### src/verilog/pbs_pkg.sv
// Package of constants shared by the push button power sequencer files.
package pbs_pkg;
    // Tick and interval settings.
    localparam int CLK_FREQ_HZ = 125000000;
    localparam int TICK_MS = 1;
    localparam int TICK_CYCLES = CLK_FREQ_HZ / 1000 * TICK_MS;
    localparam int TURN_ON_DEBOUNCE_MS = 32;
    localparam int TURN_OFF_DEBOUNCE_MS = 32;
    localparam int INT_MIN_PULSE_MS = 32;
    localparam int TURN_ON_BLANKING_MS = 512;
    localparam int BASE_POWER_DOWN_MS = 64;
    localparam int RESET_STRETCH_MS = 200;
    localparam int PDT_CYCLES_FOR_INT = 16;
    // Extra power-down time per microfarad, in milliseconds.
    localparam int PDT_MS_PER_UF = 6400;
    localparam int MS_WIDTH = 16;
    // Power sequencer states.
    typedef enum logic [1:0] {
        PBS_OFF,
        PBS_BLANK,
        PBS_ON
    } pbs_state_t;
    // Owner of a power-down sequence.
    typedef enum logic [1:0] {
        PBS_OWN_NONE,
        PBS_OWN_BUTTON,
        PBS_OWN_UNDERVOLTAGE_LOCKOUT_IN
    } pbs_owner_t;
endpackage

### src/verilog/pbs_supervisor.sv
// Supply supervisor with a stretched reset output.
`timescale 1ns/100ps
`default_nettype none
module pbs_supervisor #(
    parameter int STRETCH_MS = pbs_pkg::RESET_STRETCH_MS
) (
    // Clock and reset.
    input wire logic core_clk,
    input wire logic sys_rst,
    // Millisecond tick and synchronised comparator level.
    input wire logic msTick,
    input wire logic voltageOk,
    // Reset output toward the processor.
    output logic supervisorReset_n
);
    logic [pbs_pkg::MS_WIDTH-1:0] stretch_reg;

    // Counts good milliseconds; any dip restarts the stretch.
    always_ff @(posedge core_clk or posedge sys_rst) begin
        if (sys_rst) begin
            stretch_reg <= '0;
            supervisorReset_n <= 1'b0;
        end else if (!voltageOk) begin
            stretch_reg <= '0;
            supervisorReset_n <= 1'b0;
        end else if (msTick && !supervisorReset_n) begin
            if (stretch_reg >= pbs_pkg::MS_WIDTH'(STRETCH_MS - 1)) begin
                supervisorReset_n <= 1'b1;
            end else begin
                stretch_reg <= stretch_reg + 1'b1;
            end
        end
    end
endmodule // pbs_supervisor
`default_nettype wire

### src/verilog/push_button_power_sequencer.sv
// Push button on/off sequencer with processor handshake and monitors.
// Behaviour
// Supply enable asserts only after button low 32 ms while off.
// Button release during turn-on debounce restarts qualification.
// Enable assertion starts 512 ms blanking; shutdown request ignored.
// Button and undervoltage inputs also ignored during blanking.
// Host drives shutdown request high before blanking ends.
// Shutdown request still low after blanking releases the enable.
// After blanking, a low shutdown request releases enable promptly.
// Short press of 32 ms while on asserts interrupt, power stays.
// Undervoltage low over 32 ms while on asserts interrupt.
// Interrupt lasts at least 32 ms, extended while button low.
// Host finishes housekeeping then pulls shutdown request low.
// Input held past power-down delay releases interrupt and enable.
// Power-down delay 64 ms plus programmable capacitor time.
// While off with undervoltage low, button ignored, enable stays off.
// Only the button can turn power on.
// First input starting power-down owns it; other ignored.
// Enable output polarity is selectable.
// Reset low while voltage under threshold, then 200 ms more.
// Supervisor runs independently of all other logic.
// Power-fail output follows the comparator, independent of all else.
// Inputs synchronised; intervals derived from a millisecond tick.
// Reset gives off state, enable released, interrupt high, reset low.
`timescale 1ns/100ps
`default_nettype none
module push_button_power_sequencer #(
    parameter int TICK_CYCLES = pbs_pkg::TICK_CYCLES,
    parameter bit ENABLE_ACTIVE_HIGH = 1'b1,
    parameter int EXTRA_PD_MS_DEFAULT = 0
) (
    // Clock and reset.
    input wire logic core_clk,
    input wire logic sys_rst,
    // Button, handshake and comparator inputs.
    input wire logic push_button_n,
    input wire logic shutdownRequest_n,
    input wire logic undervoltage_lockout_in,
    input wire logic power_fail_in,
    input wire logic supervised_voltage_in,
    // Extra power-down time in milliseconds, standing for the capacitor.
    input wire logic [pbs_pkg::MS_WIDTH-1:0] power_down_timer_cap,
    // Outputs.
    output logic supplyEnable,
    output logic interrupt_n,
    output logic power_fail_out_n,
    output logic supervisorReset_n
);
    localparam int MW = pbs_pkg::MS_WIDTH;
    localparam int TW = $clog2(TICK_CYCLES + 1);

    function automatic logic reached(input logic [MW-1:0] cnt,
                                     input int limit);
        reached = cnt >= MW'(limit);
    endfunction

    // Two-stage synchronisers for every external level.
    logic [4:0] sync1_reg;
    logic [4:0] sync2_reg;
    always_ff @(posedge core_clk or posedge sys_rst) begin
        if (sys_rst) begin
            sync1_reg <= 5'h1F;
            sync2_reg <= 5'h1F;
        end else begin
            sync1_reg <= {push_button_n, shutdownRequest_n,
                undervoltage_lockout_in, power_fail_in,
                supervised_voltage_in};
            sync2_reg <= sync1_reg;
        end
    end
    logic buttonLow;
    logic killLow;
    logic uvLow;
    assign buttonLow = !sync2_reg[4];
    assign killLow = !sync2_reg[3];
    assign uvLow = !sync2_reg[2];

    // Millisecond tick divider.
    logic [TW-1:0] div_reg;
    logic msTick;
    always_ff @(posedge core_clk or posedge sys_rst) begin
        if (sys_rst) begin
            div_reg <= '0;
            msTick <= 1'b0;
        end else if (div_reg >= TW'(TICK_CYCLES - 1)) begin
            div_reg <= '0;
            msTick <= 1'b1;
        end else begin
            div_reg <= div_reg + 1'b1;
            msTick <= 1'b0;
        end
    end

    pbs_pkg::pbs_state_t state_reg;
    pbs_pkg::pbs_owner_t owner_reg;
    logic [MW-1:0] stateMs_reg;
    logic [MW-1:0] lowMs_reg;
    logic [MW-1:0] intMs_reg;
    logic intActive_reg;
    logic [MW-1:0] pdLimit;
    logic ownerLow;

    // Full power-down delay: base plus the capacitor-derived time.
    assign pdLimit = MW'(pbs_pkg::BASE_POWER_DOWN_MS)
        + power_down_timer_cap
        + MW'(EXTRA_PD_MS_DEFAULT);
    assign ownerLow = (owner_reg == pbs_pkg::PBS_OWN_BUTTON) ? buttonLow
        : (owner_reg == pbs_pkg::PBS_OWN_UNDERVOLTAGE_LOCKOUT_IN) ? uvLow : 1'b0;

    logic forceOff;
    assign forceOff = ownerLow && msTick
        && (lowMs_reg + 1'b1 >= pdLimit);

    // Main power state.
    always_ff @(posedge core_clk or posedge sys_rst) begin
        if (sys_rst) begin
            state_reg <= pbs_pkg::PBS_OFF;
            stateMs_reg <= '0;
        end else begin
            unique case (state_reg)
                pbs_pkg::PBS_OFF: begin
                    if (!buttonLow || uvLow) begin
                        stateMs_reg <= '0;
                    end else if (msTick) begin
                        if (reached(stateMs_reg + 1'b1,
                                pbs_pkg::TURN_ON_DEBOUNCE_MS)) begin
                            state_reg <= pbs_pkg::PBS_BLANK;
                            stateMs_reg <= '0;
                        end else begin
                            stateMs_reg <= stateMs_reg + 1'b1;
                        end
                    end
                end
                pbs_pkg::PBS_BLANK: begin
                    if (msTick) begin
                        stateMs_reg <= stateMs_reg + 1'b1;
                        if (reached(stateMs_reg + 1'b1,
                                pbs_pkg::TURN_ON_BLANKING_MS)) begin

                            state_reg <= killLow ? pbs_pkg::PBS_OFF
                                : pbs_pkg::PBS_ON;
                            stateMs_reg <= '0;
                        end
                    end
                end
                pbs_pkg::PBS_ON: begin
                    if (killLow || forceOff) begin
                        state_reg <= pbs_pkg::PBS_OFF;
                        stateMs_reg <= '0;
                    end
                end
            endcase
        end
    end

    // Power-down owner and its held-low time.
    always_ff @(posedge core_clk or posedge sys_rst) begin
        if (sys_rst) begin
            owner_reg <= pbs_pkg::PBS_OWN_NONE;
            lowMs_reg <= '0;
        end else if (state_reg != pbs_pkg::PBS_ON || killLow || forceOff) begin
            owner_reg <= pbs_pkg::PBS_OWN_NONE;
            lowMs_reg <= '0;
        end else if (owner_reg == pbs_pkg::PBS_OWN_NONE) begin
            lowMs_reg <= '0;
            if (buttonLow) begin
                owner_reg <= pbs_pkg::PBS_OWN_BUTTON;
            end else if (uvLow) begin
                owner_reg <= pbs_pkg::PBS_OWN_UNDERVOLTAGE_LOCKOUT_IN;
            end
        end else if (!ownerLow) begin
            owner_reg <= pbs_pkg::PBS_OWN_NONE;
            lowMs_reg <= '0;
        end else if (msTick) begin
            lowMs_reg <= lowMs_reg + 1'b1;
        end
    end

    // Interrupt pulse: raised after the off debounce, held a minimum time.
    always_ff @(posedge core_clk or posedge sys_rst) begin
        if (sys_rst) begin
            intActive_reg <= 1'b0;
            intMs_reg <= '0;
        end else if (state_reg != pbs_pkg::PBS_ON || killLow || forceOff) begin
            intActive_reg <= 1'b0;
            intMs_reg <= '0;
        end else if (!intActive_reg) begin
            intMs_reg <= '0;
            if (ownerLow && msTick && reached(lowMs_reg + 1'b1,
                    pbs_pkg::TURN_OFF_DEBOUNCE_MS)) begin
                intActive_reg <= 1'b1;
            end
        end else if (msTick) begin
            if (!reached(intMs_reg, pbs_pkg::INT_MIN_PULSE_MS)) begin
                intMs_reg <= intMs_reg + 1'b1;
            end else if (!buttonLow) begin
                intActive_reg <= 1'b0;
            end
        end
    end

    // Registered outputs.
    always_ff @(posedge core_clk or posedge sys_rst) begin
        if (sys_rst) begin
            supplyEnable <= !ENABLE_ACTIVE_HIGH;
            interrupt_n <= 1'b1;
            power_fail_out_n <= 1'b1;
        end else begin
            supplyEnable <= (state_reg != pbs_pkg::PBS_OFF)
                ~^ ENABLE_ACTIVE_HIGH;
            interrupt_n <= !intActive_reg;
            power_fail_out_n <= sync2_reg[1];
        end
    end

    pbs_supervisor #(
        .STRETCH_MS(pbs_pkg::RESET_STRETCH_MS)
    ) supervisor (
        .core_clk(core_clk),
        .sys_rst(sys_rst),
        .msTick(msTick),
        .voltageOk(sync2_reg[0]),
        .supervisorReset_n(supervisorReset_n)
    );
endmodule // push_button_power_sequencer
`default_nettype wire
### config.mk
export PLATFORM = sky130hd
export DESIGN_NAME = push_button_power_sequencer
export DESIGN_NICKNAME = d
export VERILOG_FILES = /design/src/verilog/pbs_pkg.sv /design/src/verilog/pbs_supervisor.sv /design/src/verilog/push_button_power_sequencer.sv
export SDC_FILE = /design/constraint.sdc
export NUM_CORES = 1
export LEC_CHECK = 0
export BUFFER_PORTS_ARGS = -buffer_cell sky130_fd_sc_hd__buf_2
export CORE_MARGIN = 1.5
export CORE_UTILIZATION = 42
export CTS_BUF_LIST = sky130_fd_sc_hd__clkbuf_2
export DETAILED_ROUTE_END_ITERATION = 12
export PLACE_DENSITY = 0.68
export SETUP_SLACK_MARGIN = 0.2
export SYNTH_ARGS = -nofsm -noshare
export SYNTH_HDL_FRONTEND = slang
export SYNTH_SLANG_ARGS = --single-unit
### constraint.sdc
create_clock -name core_clk -period 3.7 [get_ports core_clk]
set_input_delay 0.74 -clock core_clk [delete_from_list [all_inputs] [get_ports core_clk]]
set_output_delay 0.74 -clock core_clk [all_outputs]
set_load 0.01 [all_outputs]
==> Yosys cells after proc, flatten, opt, wreduce, memory -nomap -nowiden <==
Index checks and enable logic that the tools add are counted.
{ "classes": {"reduce_logical": 22, "n_bitwise": 0, "eq_ne": 20, "n_div": 0, "n_lt_le_gt_ge": 7, "multipliers": 0, "muxes": 44, "addsub": 6, "n_shift": 0} }
{ "op_table": {"columns": ["operator", "n"], "rows": [
  ["$mux W16", 17],
  ["$add A16 B1 Y16 const B", 4],
  ["$ge A16 B6 Y1 const B", 3],
  ["$pmux W16 S3", 1],
  ["$mux W2", 12],
  ["$add A17 B1 Y17 const B", 1],
  ["$ge A17 B17 Y1 const B", 1],
  ["$mux W17", 1],
  ["$add A7 B16 Y16 const A", 1],
  ["$ge A16 B10 Y1 const B", 1],
  ["$ge A16 B16 Y1", 1],
  ["$ge A16 B8 Y1 const B", 1],
  ["$ne A2 B2 Y1 const B", 8],
  ["$mux W1", 12],
  ["$reduce_and A2 Y1", 4],
  ["$ne A3 B3 Y1 const B", 2],
  ["$pmux W2 S3", 1],
  ["$reduce_and A6 Y1", 1],
  ["$logic_not A1 Y1", 5],
  ["$eq A2 B1 Y1 const B", 2],
  ["$eq A2 B2 Y1 const B", 2],
  ["$logic_and A1 B1 Y1", 4],
  ["$logic_not A2 Y1", 2],
  ["$logic_or A1 B1 Y1", 4],
  ["7 further kinds", 8]
]} }
{ "totals": {"wordCells": 114, "reg_bits": 101, "mem_bits_ro": 0, "memories": 0, "output_inout_bits": 4, "latch_bits": 0, "ramBits": 0} }

==> Logic depth before layout (Yosys ltp) <==
Gate-level depths: netlist of run 1.
{ "depth": {"depth_word": 8, "ltp_mapped": 16, "ltp_nobuf": 14} }

==> Modules after synthesis <==
From an unflattened synthesis of run 1, not the netlist that was laid out.
{ "unflattened": {"hier_cells": 550, "hier_area_um2": 5455.2} }
{ "modules_own_cells": {"columns": ["module", "area_each_um2", "cells_each", "seq_area_each_um2", "instances"], "rows": [
  ["push_button_power_sequencer", 4640.7, 481, 2117.0, 1],
  ["pbs_supervisor", 814.5, 69, 425.4, 1]
]} }

==> Least setup slack after synthesis of run 1 <==
Ideal clock, no wire load.
{ "synth_timing": {"kind": "register to register", "start": "register lowMs_reg[6]", "end": "register stateMs_reg[1]", "setup_time_ns": 0.136, "path_stages_with_launch": 15, "setup_slack_ns": -0.025, "t_arrival_ns": 3.589, "synth_period_minus_slack_ns": 3.725, "required_ns": 3.564, "path_cell_list": "dfrtp_1 > clkbuf_1 > and4_1 > nand2_1 > nor3_1 > nand3_1 > xnor2_1 > ha_1 > and3_1 > a211oi_1 > o211ai_1 > o32ai_1 > o21bai_1 > clkbuf_1 > o21ai_0"} }
{ "synth_between": {"elab_chain_cells": 6} }
{ "synth_rtl": {"columns": ["item", "line_no", "rtl"], "rows": [
  ["start: declaration", "push_button_power_sequencer.sv:97", "logic [MW-1:0] lowMs_reg;"],
  ["start signal: assignment", "push_button_power_sequencer.sv:175", "lowMs_reg <= lowMs_reg + 1'b1;"],
  ["$add A16 B1 Y16", "push_button_power_sequencer.sv:112", "&& (lowMs_reg + 1'b1 >= pdLimit);"],
  ["$ge A16 B16 Y1", "push_button_power_sequencer.sv:112", null],
  ["$logic_and A1 B1 Y1", "push_button_power_sequencer.sv:112", null],
  ["$logic_or A1 B1 Y1", "push_button_power_sequencer.sv:147", "if (killLow || forceOff) begin"],
  ["$ne A2 B2 Y1 (no source line)", null, null],
  ["$reduce_and A3 Y1 (no source line)", null, null],
  ["end signal: assignment", "push_button_power_sequencer.sv:130", "stateMs_reg <= stateMs_reg + 1'b1;"],
  ["end signal: assignment", "push_button_power_sequencer.sv:136", "stateMs_reg <= stateMs_reg + 1'b1;"],
  ["end: declaration", "push_button_power_sequencer.sv:96", "logic [MW-1:0] stateMs_reg;"]
]} }
Every way passes these cells.
A chain may end at the register's enable or synchronous reset.

==> Worst setup path in the final report of run 1 <==
{ "layout_timing": {"start": "register lowMs_reg[0]", "end": "register state_reg[0]"} }
{ "layout_between": {"elab_chain_cells": 6} }
{ "layout_rtl": {"columns": ["item", "line_no", "rtl"], "rows": [
  ["$add A16 B1 Y16", "push_button_power_sequencer.sv:112", null],
  ["$ge A16 B16 Y1", "push_button_power_sequencer.sv:112", null],
  ["$logic_and A1 B1 Y1", "push_button_power_sequencer.sv:112", null],
  ["$logic_or A1 B1 Y1", "push_button_power_sequencer.sv:147", null],
  ["$ne A2 B2 Y1 (no source line)", null, null],
  ["$reduce_and A6 Y1 (no source line)", null, null],
  ["end signal: assignment", "push_button_power_sequencer.sv:117", "state_reg <= pbs_pkg::PBS_OFF;"],
  ["end signal: assignment", "push_button_power_sequencer.sv:127", "state_reg <= pbs_pkg::PBS_BLANK;"],
  ["end signal: assignment", "push_button_power_sequencer.sv:148", "state_reg <= pbs_pkg::PBS_OFF;"],
  ["end: declaration", "push_button_power_sequencer.sv:94", "pbs_pkg::pbs_state_t state_reg;"]
]} }
Every way passes these cells.

==> results of run 1 <==
==> worst max-delay path: stages, from the launching register on <==
cell and delay [ns]:
dfrtp_2 0.44, and3_1 0.25, and3_1 0.23, buf_4 0.18
nand3_1 0.11, xnor2_1 0.15, ha_1 0.32, nand4_1 0.10
a2111oi_2 0.36, buf_4 0.18, o32ai_2 0.11, buf_6 0.17
a211oi_2 0.19, o31a_1 0.21, mux2i_1 0.21
==> layout make-up <==
type / instances / area [µm²] / share of cell area
multi-input cells: 422 / 2810 / 0.463
repair buffers: 47 / 292 / 0.0480
inverters: 19 / 73.8 / 0.0122
well taps: 172 / 215 / 0.0355
clock buffers: 10 / 50.0 / 0.00825
flip-flops and latches: 101 / 2550 / 0.420
clock inverters: 6 / 78.8 / 0.0130
diodes: 1 / 2.50 / 0.000412
==> repair_timing <==
| item | in CTS | in global routing |
|---|---|---|
| resized for setup | 3 | 12 |
| gates cloned | 0 | 0 |
| endpoints found under the setup margin | 24 | 45 |
| buffers inserted | 0 | 7 |
| pin swaps | 0 | 2 |
==> cell usage after synthesis (5+ instances only) <==
| cell | count |
|---|---|
| a21oi_1 | 14 |
| a31oi_1 | 5 |
| and2_1 | 12 |
| and3_1 | 24 |
| and4_1 | 7 |
| clkbuf_1 | 18 |
| dfrtp_1 | 89 |
| dfstp_2 | 12 |
| ha_1 | 27 |
| inv_1 | 19 |
| mux2i_1 | 5 |
| nand2_1 | 52 |
| nand3_1 | 30 |
| nand4_1 | 12 |
| nor2_1 | 76 |
| nor3_1 | 8 |
| nor4_1 | 9 |
| o21ai_0 | 14 |
| o221ai_2 | 7 |
| or2_2 | 7 |
| or3_1 | 5 |
| xnor2_1 | 21 |
| xor2_1 | 39 |
==> layout by cell type (no fill, tap or decap), drive strengths merged, types with 8 or more instances in the layout <==
cell	synthesis	routed
a21oi	14	14
clkbuf	18	10
and2	12	12
nand2	52	52
ha	27	27
xor2	39	39
inv	19	19
nand4	12	12
nor4	9	9
nor2	76	76
or2	9	9
o221ai	8	8
and3	24	24
dfrtp	89	89
o21ai	15	15
xnor2	21	21
dfstp	12	12
nand3	31	31
buf	5	47
nor3	9	9
==> power by group through the flow <==
| stage | Combinational (mW) | Sequential, mW | Clock [mW] |
|---|---|---|---|
| CTS | 0.0668 | 1.12 | 0.589 |
| global route | 0.0759 | 1.12 | 0.633 |
| finish | 0.0654 | 1.12 | 0.568 |
| global placement | 0.0632 | 1.14 | 0 |
| floorplan | 0.0365 | 1.14 | 0 |
| detailed placement | 0.0665 | 1.14 | 0 |
==> kinds of logic (layout without fill, tap and decap cells) <==
logic type      count (synthesis)  after routing  share of synthesized area
compound gates                 71             71                     0.0985
xor+xnor                       60             60                     0.0959
fa+ha+maj                      27             27                     0.0617
buf+inv                        42             82                     0.0320
flops                         101            101                      0.464
mux                             5              5                    0.00914
other cells                     0              1                          0
simple gates                  259            259                      0.239
==> final timing paths <==
path                       depth (start not counted)                   from                   endpoint  slack, ns
setup / recovery                                  14           lowMs_reg[0]               state_reg[0]       0.46
hold / removal                                     2                sys_rst  supervisor.stretch_reg[6]       0.24
setup reg to reg                                  14           lowMs_reg[0]               state_reg[0]       0.46
hold reg to reg                                    0           sync1_reg[1]               sync2_reg[1]       0.37
max in group asynchronous                          3                sys_rst  supervisor.stretch_reg[5]       2.64
min in group core_clk                              1  supervised_voltage_in               sync1_reg[0]       0.25
==> layer usage <==
metal,vias to the layer above,share of wire,GRT usage
li1,2037,-,-
met1,1929,0.50,0.222
met2,69,0.44,0.262
met3,16,0.033,0.0304
met4,0,0.021,0.0715
met5,-,0,0
==> per-stage QoR <==
stage	hold slack, ns	total power, mW	std cells	area (µm²)	worst slack (ns)
floorplan	0.345	1.17	565	5490	0.224
global placement	0.346	1.20	754	5840	0.142
detailed placement	0.347	1.20	754	5840	0.0298
CTS	0.195	1.78	770	5970	0.212
global route	0.165	1.83	778	6070	0.182
finish	0.242	1.75	778	6070	0.458
==> out/metrics.cfg, run 1 <==
[synth]
syn_avg_cell_area_um2=9.70
syn_nets=615
async_flop_share=1.00
synth_top_area_cell=dfrtp_1
netlist_top_cells_area=dfrtp_1, xor2_1, ha_1
ys_warn_count=0
syn_inst=565
synth_ff_type=dfrtp_1
netlist_area_um2=5480
ys_seq_area_frac=0.464
synth_edf_count=0
ys_seq_elements=101
synth_cell_types=59
yosysTopAreaCellShare=0.407

[detailed_routing]
wire_per_inst_um=13.4
vias=4051
drt-total-wl_um=10400
drt_iter0_markers=179
drc=0
dr.pass1.iters=4
viasPerCell=5.21
ant_nets=0

[pwr]
clkPwrFrac=0.324
pwr-share-seq=0.639
powerDensity_nw_per_um2=289
p_switching_mw=0.394
p_comb_frac=0.037
p_leak_nw=2.76
intPower_mw=1.36
ir_worst_vdd_v=0.000163
switching_share=0.225

[critical_path]
critPathKind=reg2reg
crit_arrival_ns=3.75
crit_required_ns=4.21
critPathCaptureType=register
crit_path_start_kind=register
crit_fanout=13

[placed_design]
port_buffers=26
place_congestion=0.790
dp_hpwl_um=7440

[cts]
clock_sinks=101
cts_made_buffers=9
worstSkewPairLatency_ns=0.56
cts_buffer_depth=2
cts_root_buf=clkbuf_2
cts.clk_slew.worst_paths_ns=0.26
cts_max_level=3
cts_hold_buf=0
cts_tree=built

[timing]
slew_violations=0
min_period_over_period=0.876
finalSetupTns_ns=0
hold_violations=0
rsz0062_at_grt=no
finClkSkew_ns=0.0328
finalSetupViolCount=0
fin_crit_ns=3.24
fmax_mhz=308
relSlewSlack=0.289
tightest_slew_ns=1.06

[final_layout]
num-fill-cells=1189
fin_nets=650
largest_reg_flops=17
drive_gt1_frac=0.179
final_util=0.479
area_growth_pct=10.8

[hold_path]
hp-class=in2async

[grt]
grt_pass1_vias=3963
grt_pass1_wl_um=17900
antenna_found_initial=1
grt_max_degree=54
overflow=0
gr-usage-all-layers=0.165

[status]
outcome=completed

[floorplanning]
start_util=0.432
die_y_um=117
die_area_um2=13700
die_w_um=117
core.rowCount=41
core_area_um2=12700
pin_count=27

[flow_run]
max_cap_violations=0

(Power assumes the default switching activity.)
==> inputs of run 2 (changes only) <==
Settings changed: CELL_PAD_IN_SITES_DETAIL_PLACEMENT set to 0, CELL_PAD_IN_SITES_GLOBAL_PLACEMENT set to 2, CORE_UTILIZATION 42 to 37, PLACE_DENSITY 0.68 to 0.86.
==> run 2 against run 1 <==
- design area is 0.25% lower
- utilization is 6.1 points lower
- maximum frequency is 0.84% lower
- count of clock-buffer cells in the layout is 1 higher
- sequential cell count stayed put
- clock power is 17% lower
- combinational power is 2% higher
- sequential share of layout area is 0.10 points higher
- die area is 13% higher
- critical path depth is 1 lower
- critical path type unchanged
- largest power group unchanged
==> out/metrics.cfg, run 2 (synthesis gave the netlist of run 1 again) <==
[critical_path]
crit_fanout=13
crit_path_start=lowMs_reg[0]
cp_num_cells=13
critPathTopFamily=compound AO/OA/AOI/OAI gates
crit_path_cell_trace=and3_4 > and3_4 > and4_2 > xor2_1 > ha_1 > nand4_1 > a2111oi_2 > buf_4 > o32ai_2 > buf_6 > a211oi_4 > o31a_1 > mux2i_1
critPathCaptureType=register
reg2reg_from=lowMs_reg[0]
reg2reg_depth=13
crit_buf_inv=2
crit_slowest_cell=dfrtp_2
r2r_setup_slack_ns=0.43
crit_arrival_ns=3.78
slowest_delay_ns=0.51
critPathKind=reg2reg
crit_path_start_kind=register
crit_path_end=state_reg[0]
worst_path_most_repeated_cell=and3_4
reg2reg_to=state_reg[0]
crit_required_ns=4.21

[pwr]
p_leak_nw=2.71
intPower_mw=1.24
clkPwrFrac=0.283
p_comb_frac=0.040
powerDensity_nw_per_um2=274
pwr-share-seq=0.677
switching_share=0.253
ir_worst_vdd_v=0.000285
p_switching_mw=0.420

[timing]
relSlewSlack=0.294
slew_violations=0
fmax_mhz=306
finalSetupViolCount=0
finalSetupTns_ns=0
hold_violations=0
finClkSkew_ns=0.0344
tightest_slew_ns=1.05
min_period_over_period=0.884
rsz0062_at_grt=no
fin_crit_ns=3.27

[floorplanning]
core_area_um2=14500
die_area_um2=15500
die_w_um=125
core.rowCount=44
start_util=0.378
pin_count=27
die_y_um=125

[placed_design]
dpl-instance-area_um2=5870
dp_hpwl_um=7630
port_buffers=26
place_congestion=0.765

[final_layout]
drive_gt1_frac=0.180
num-fill-cells=1412
layout_commonest_cell=dfrtp_1
fin_nets=649
post-route-cell-area_um2=6050
largest_reg_flops=17
area_growth_pct=10.5
antenna_cells=0
final_cell_mix=dfrtp_1, nor2_1, nand2_1, xor2_1, nand3_1

[cts]
cts_tree=built
cts_max_level=3
cts_root_buf=clkbuf_2
clock_sinks=101
cts_hold_buf=0
cts_buffer_depth=2
worstSkewPairLatency_ns=0.59
cts_made_buffers=9
cts.clk_slew.worst_paths_ns=0.27

[detailed_routing]
drt_iter0_markers=158
drt-total-wl_um=10800
dr.pass1.iters=4
drc=0
ant_nets=0
viasPerCell=5.08
vias=4002
wire_per_inst_um=13.7

[grt]
overflow=0
antenna_found_initial=0
grt_pass1_vias=4012
grt_pass1_wl_um=19100
gr-usage-all-layers=0.148
grt_max_degree=62

[hold_path]
hp-class=in2reg

[flow_run]
max_cap_violations=0

[status]
outcome=completed

==> run 2: final cells by class <==
type,count,area (µm²),share of cell area
multi-input cells,422,2830,0.467
clock inverters,5,37.5,0.00620
flip-flops and latches,101,2550,0.421
well taps,184,230,0.0380
inverters,19,73.8,0.0122
repair buffers,46,284,0.0469
clock buffers,11,55.1,0.00909
==> run 2: worst min path at each step <==
| stage | from | cells past startpoint | to | slack (ns) |
|---|---|---|---|---|
| 5_1_grt | push_button_n | 1 | sync1_reg[4] | 0.10 |
| 4_1_cts | push_button_n | 1 | sync1_reg[4] | 0.13 |
| 6_report | push_button_n | 1 | sync1_reg[4] | 0.21 |
| 3_3_place_gp | sync1_reg[0] | 0 | sync2_reg[0] | 0.35 |
| 2_1_floorplan | sync2_reg[1] | 0 | power_fail_out_n | 0.35 |
| 3_5_place_dp | sync1_reg[0] | 0 | sync2_reg[0] | 0.35 |
==> run 2: per-stage QoR <==
step / instances / power (mW) / hold WS, ns / util / setup WS (ns)
finish: 788 / 1.66 / 0.209 / 0.418 / 0.431
global route: 788 / 1.74 / 0.102 / 0.418 / 0.169
CTS: 784 / 1.69 / 0.128 / 0.412 / 0.153
detailed placement: 768 / 1.21 / 0.347 / 0.405 / 0.136
global placement: 768 / 1.20 / 0.346 / 0.405 / 0.237
floorplan: 565 / 1.17 / 0.345 / - / 0.224
==> run 2: routing by layer <==
layer  routed length [µm]  vias up  global-route usage
met5                    0        -                   0
met4                   91        0              0.0311
met3                  497        7              0.0421
met2                 4880       56               0.227
met1                 5350     1914               0.207
li1                     -     2025                   -
==> run 2: power by group through the flow <==
stage	Combinational, mW	Sequential (mW)	Clock, mW
3_3_place_gp	0.0647	1.14	0
4_1_cts	0.0673	1.12	0.500
6_report	0.0664	1.12	0.469
2_1_floorplan	0.0365	1.14	0
3_5_place_dp	0.0668	1.14	0
5_1_grt	0.0782	1.12	0.537
==> run 2: what timing repair did <==
action / 4_1_cts / 5_1_grt
pin swaps: 0 / 4
resized for setup: 2 / 17
buffers inserted: 0 / 4
setup endpoints to repair: 8 / 45
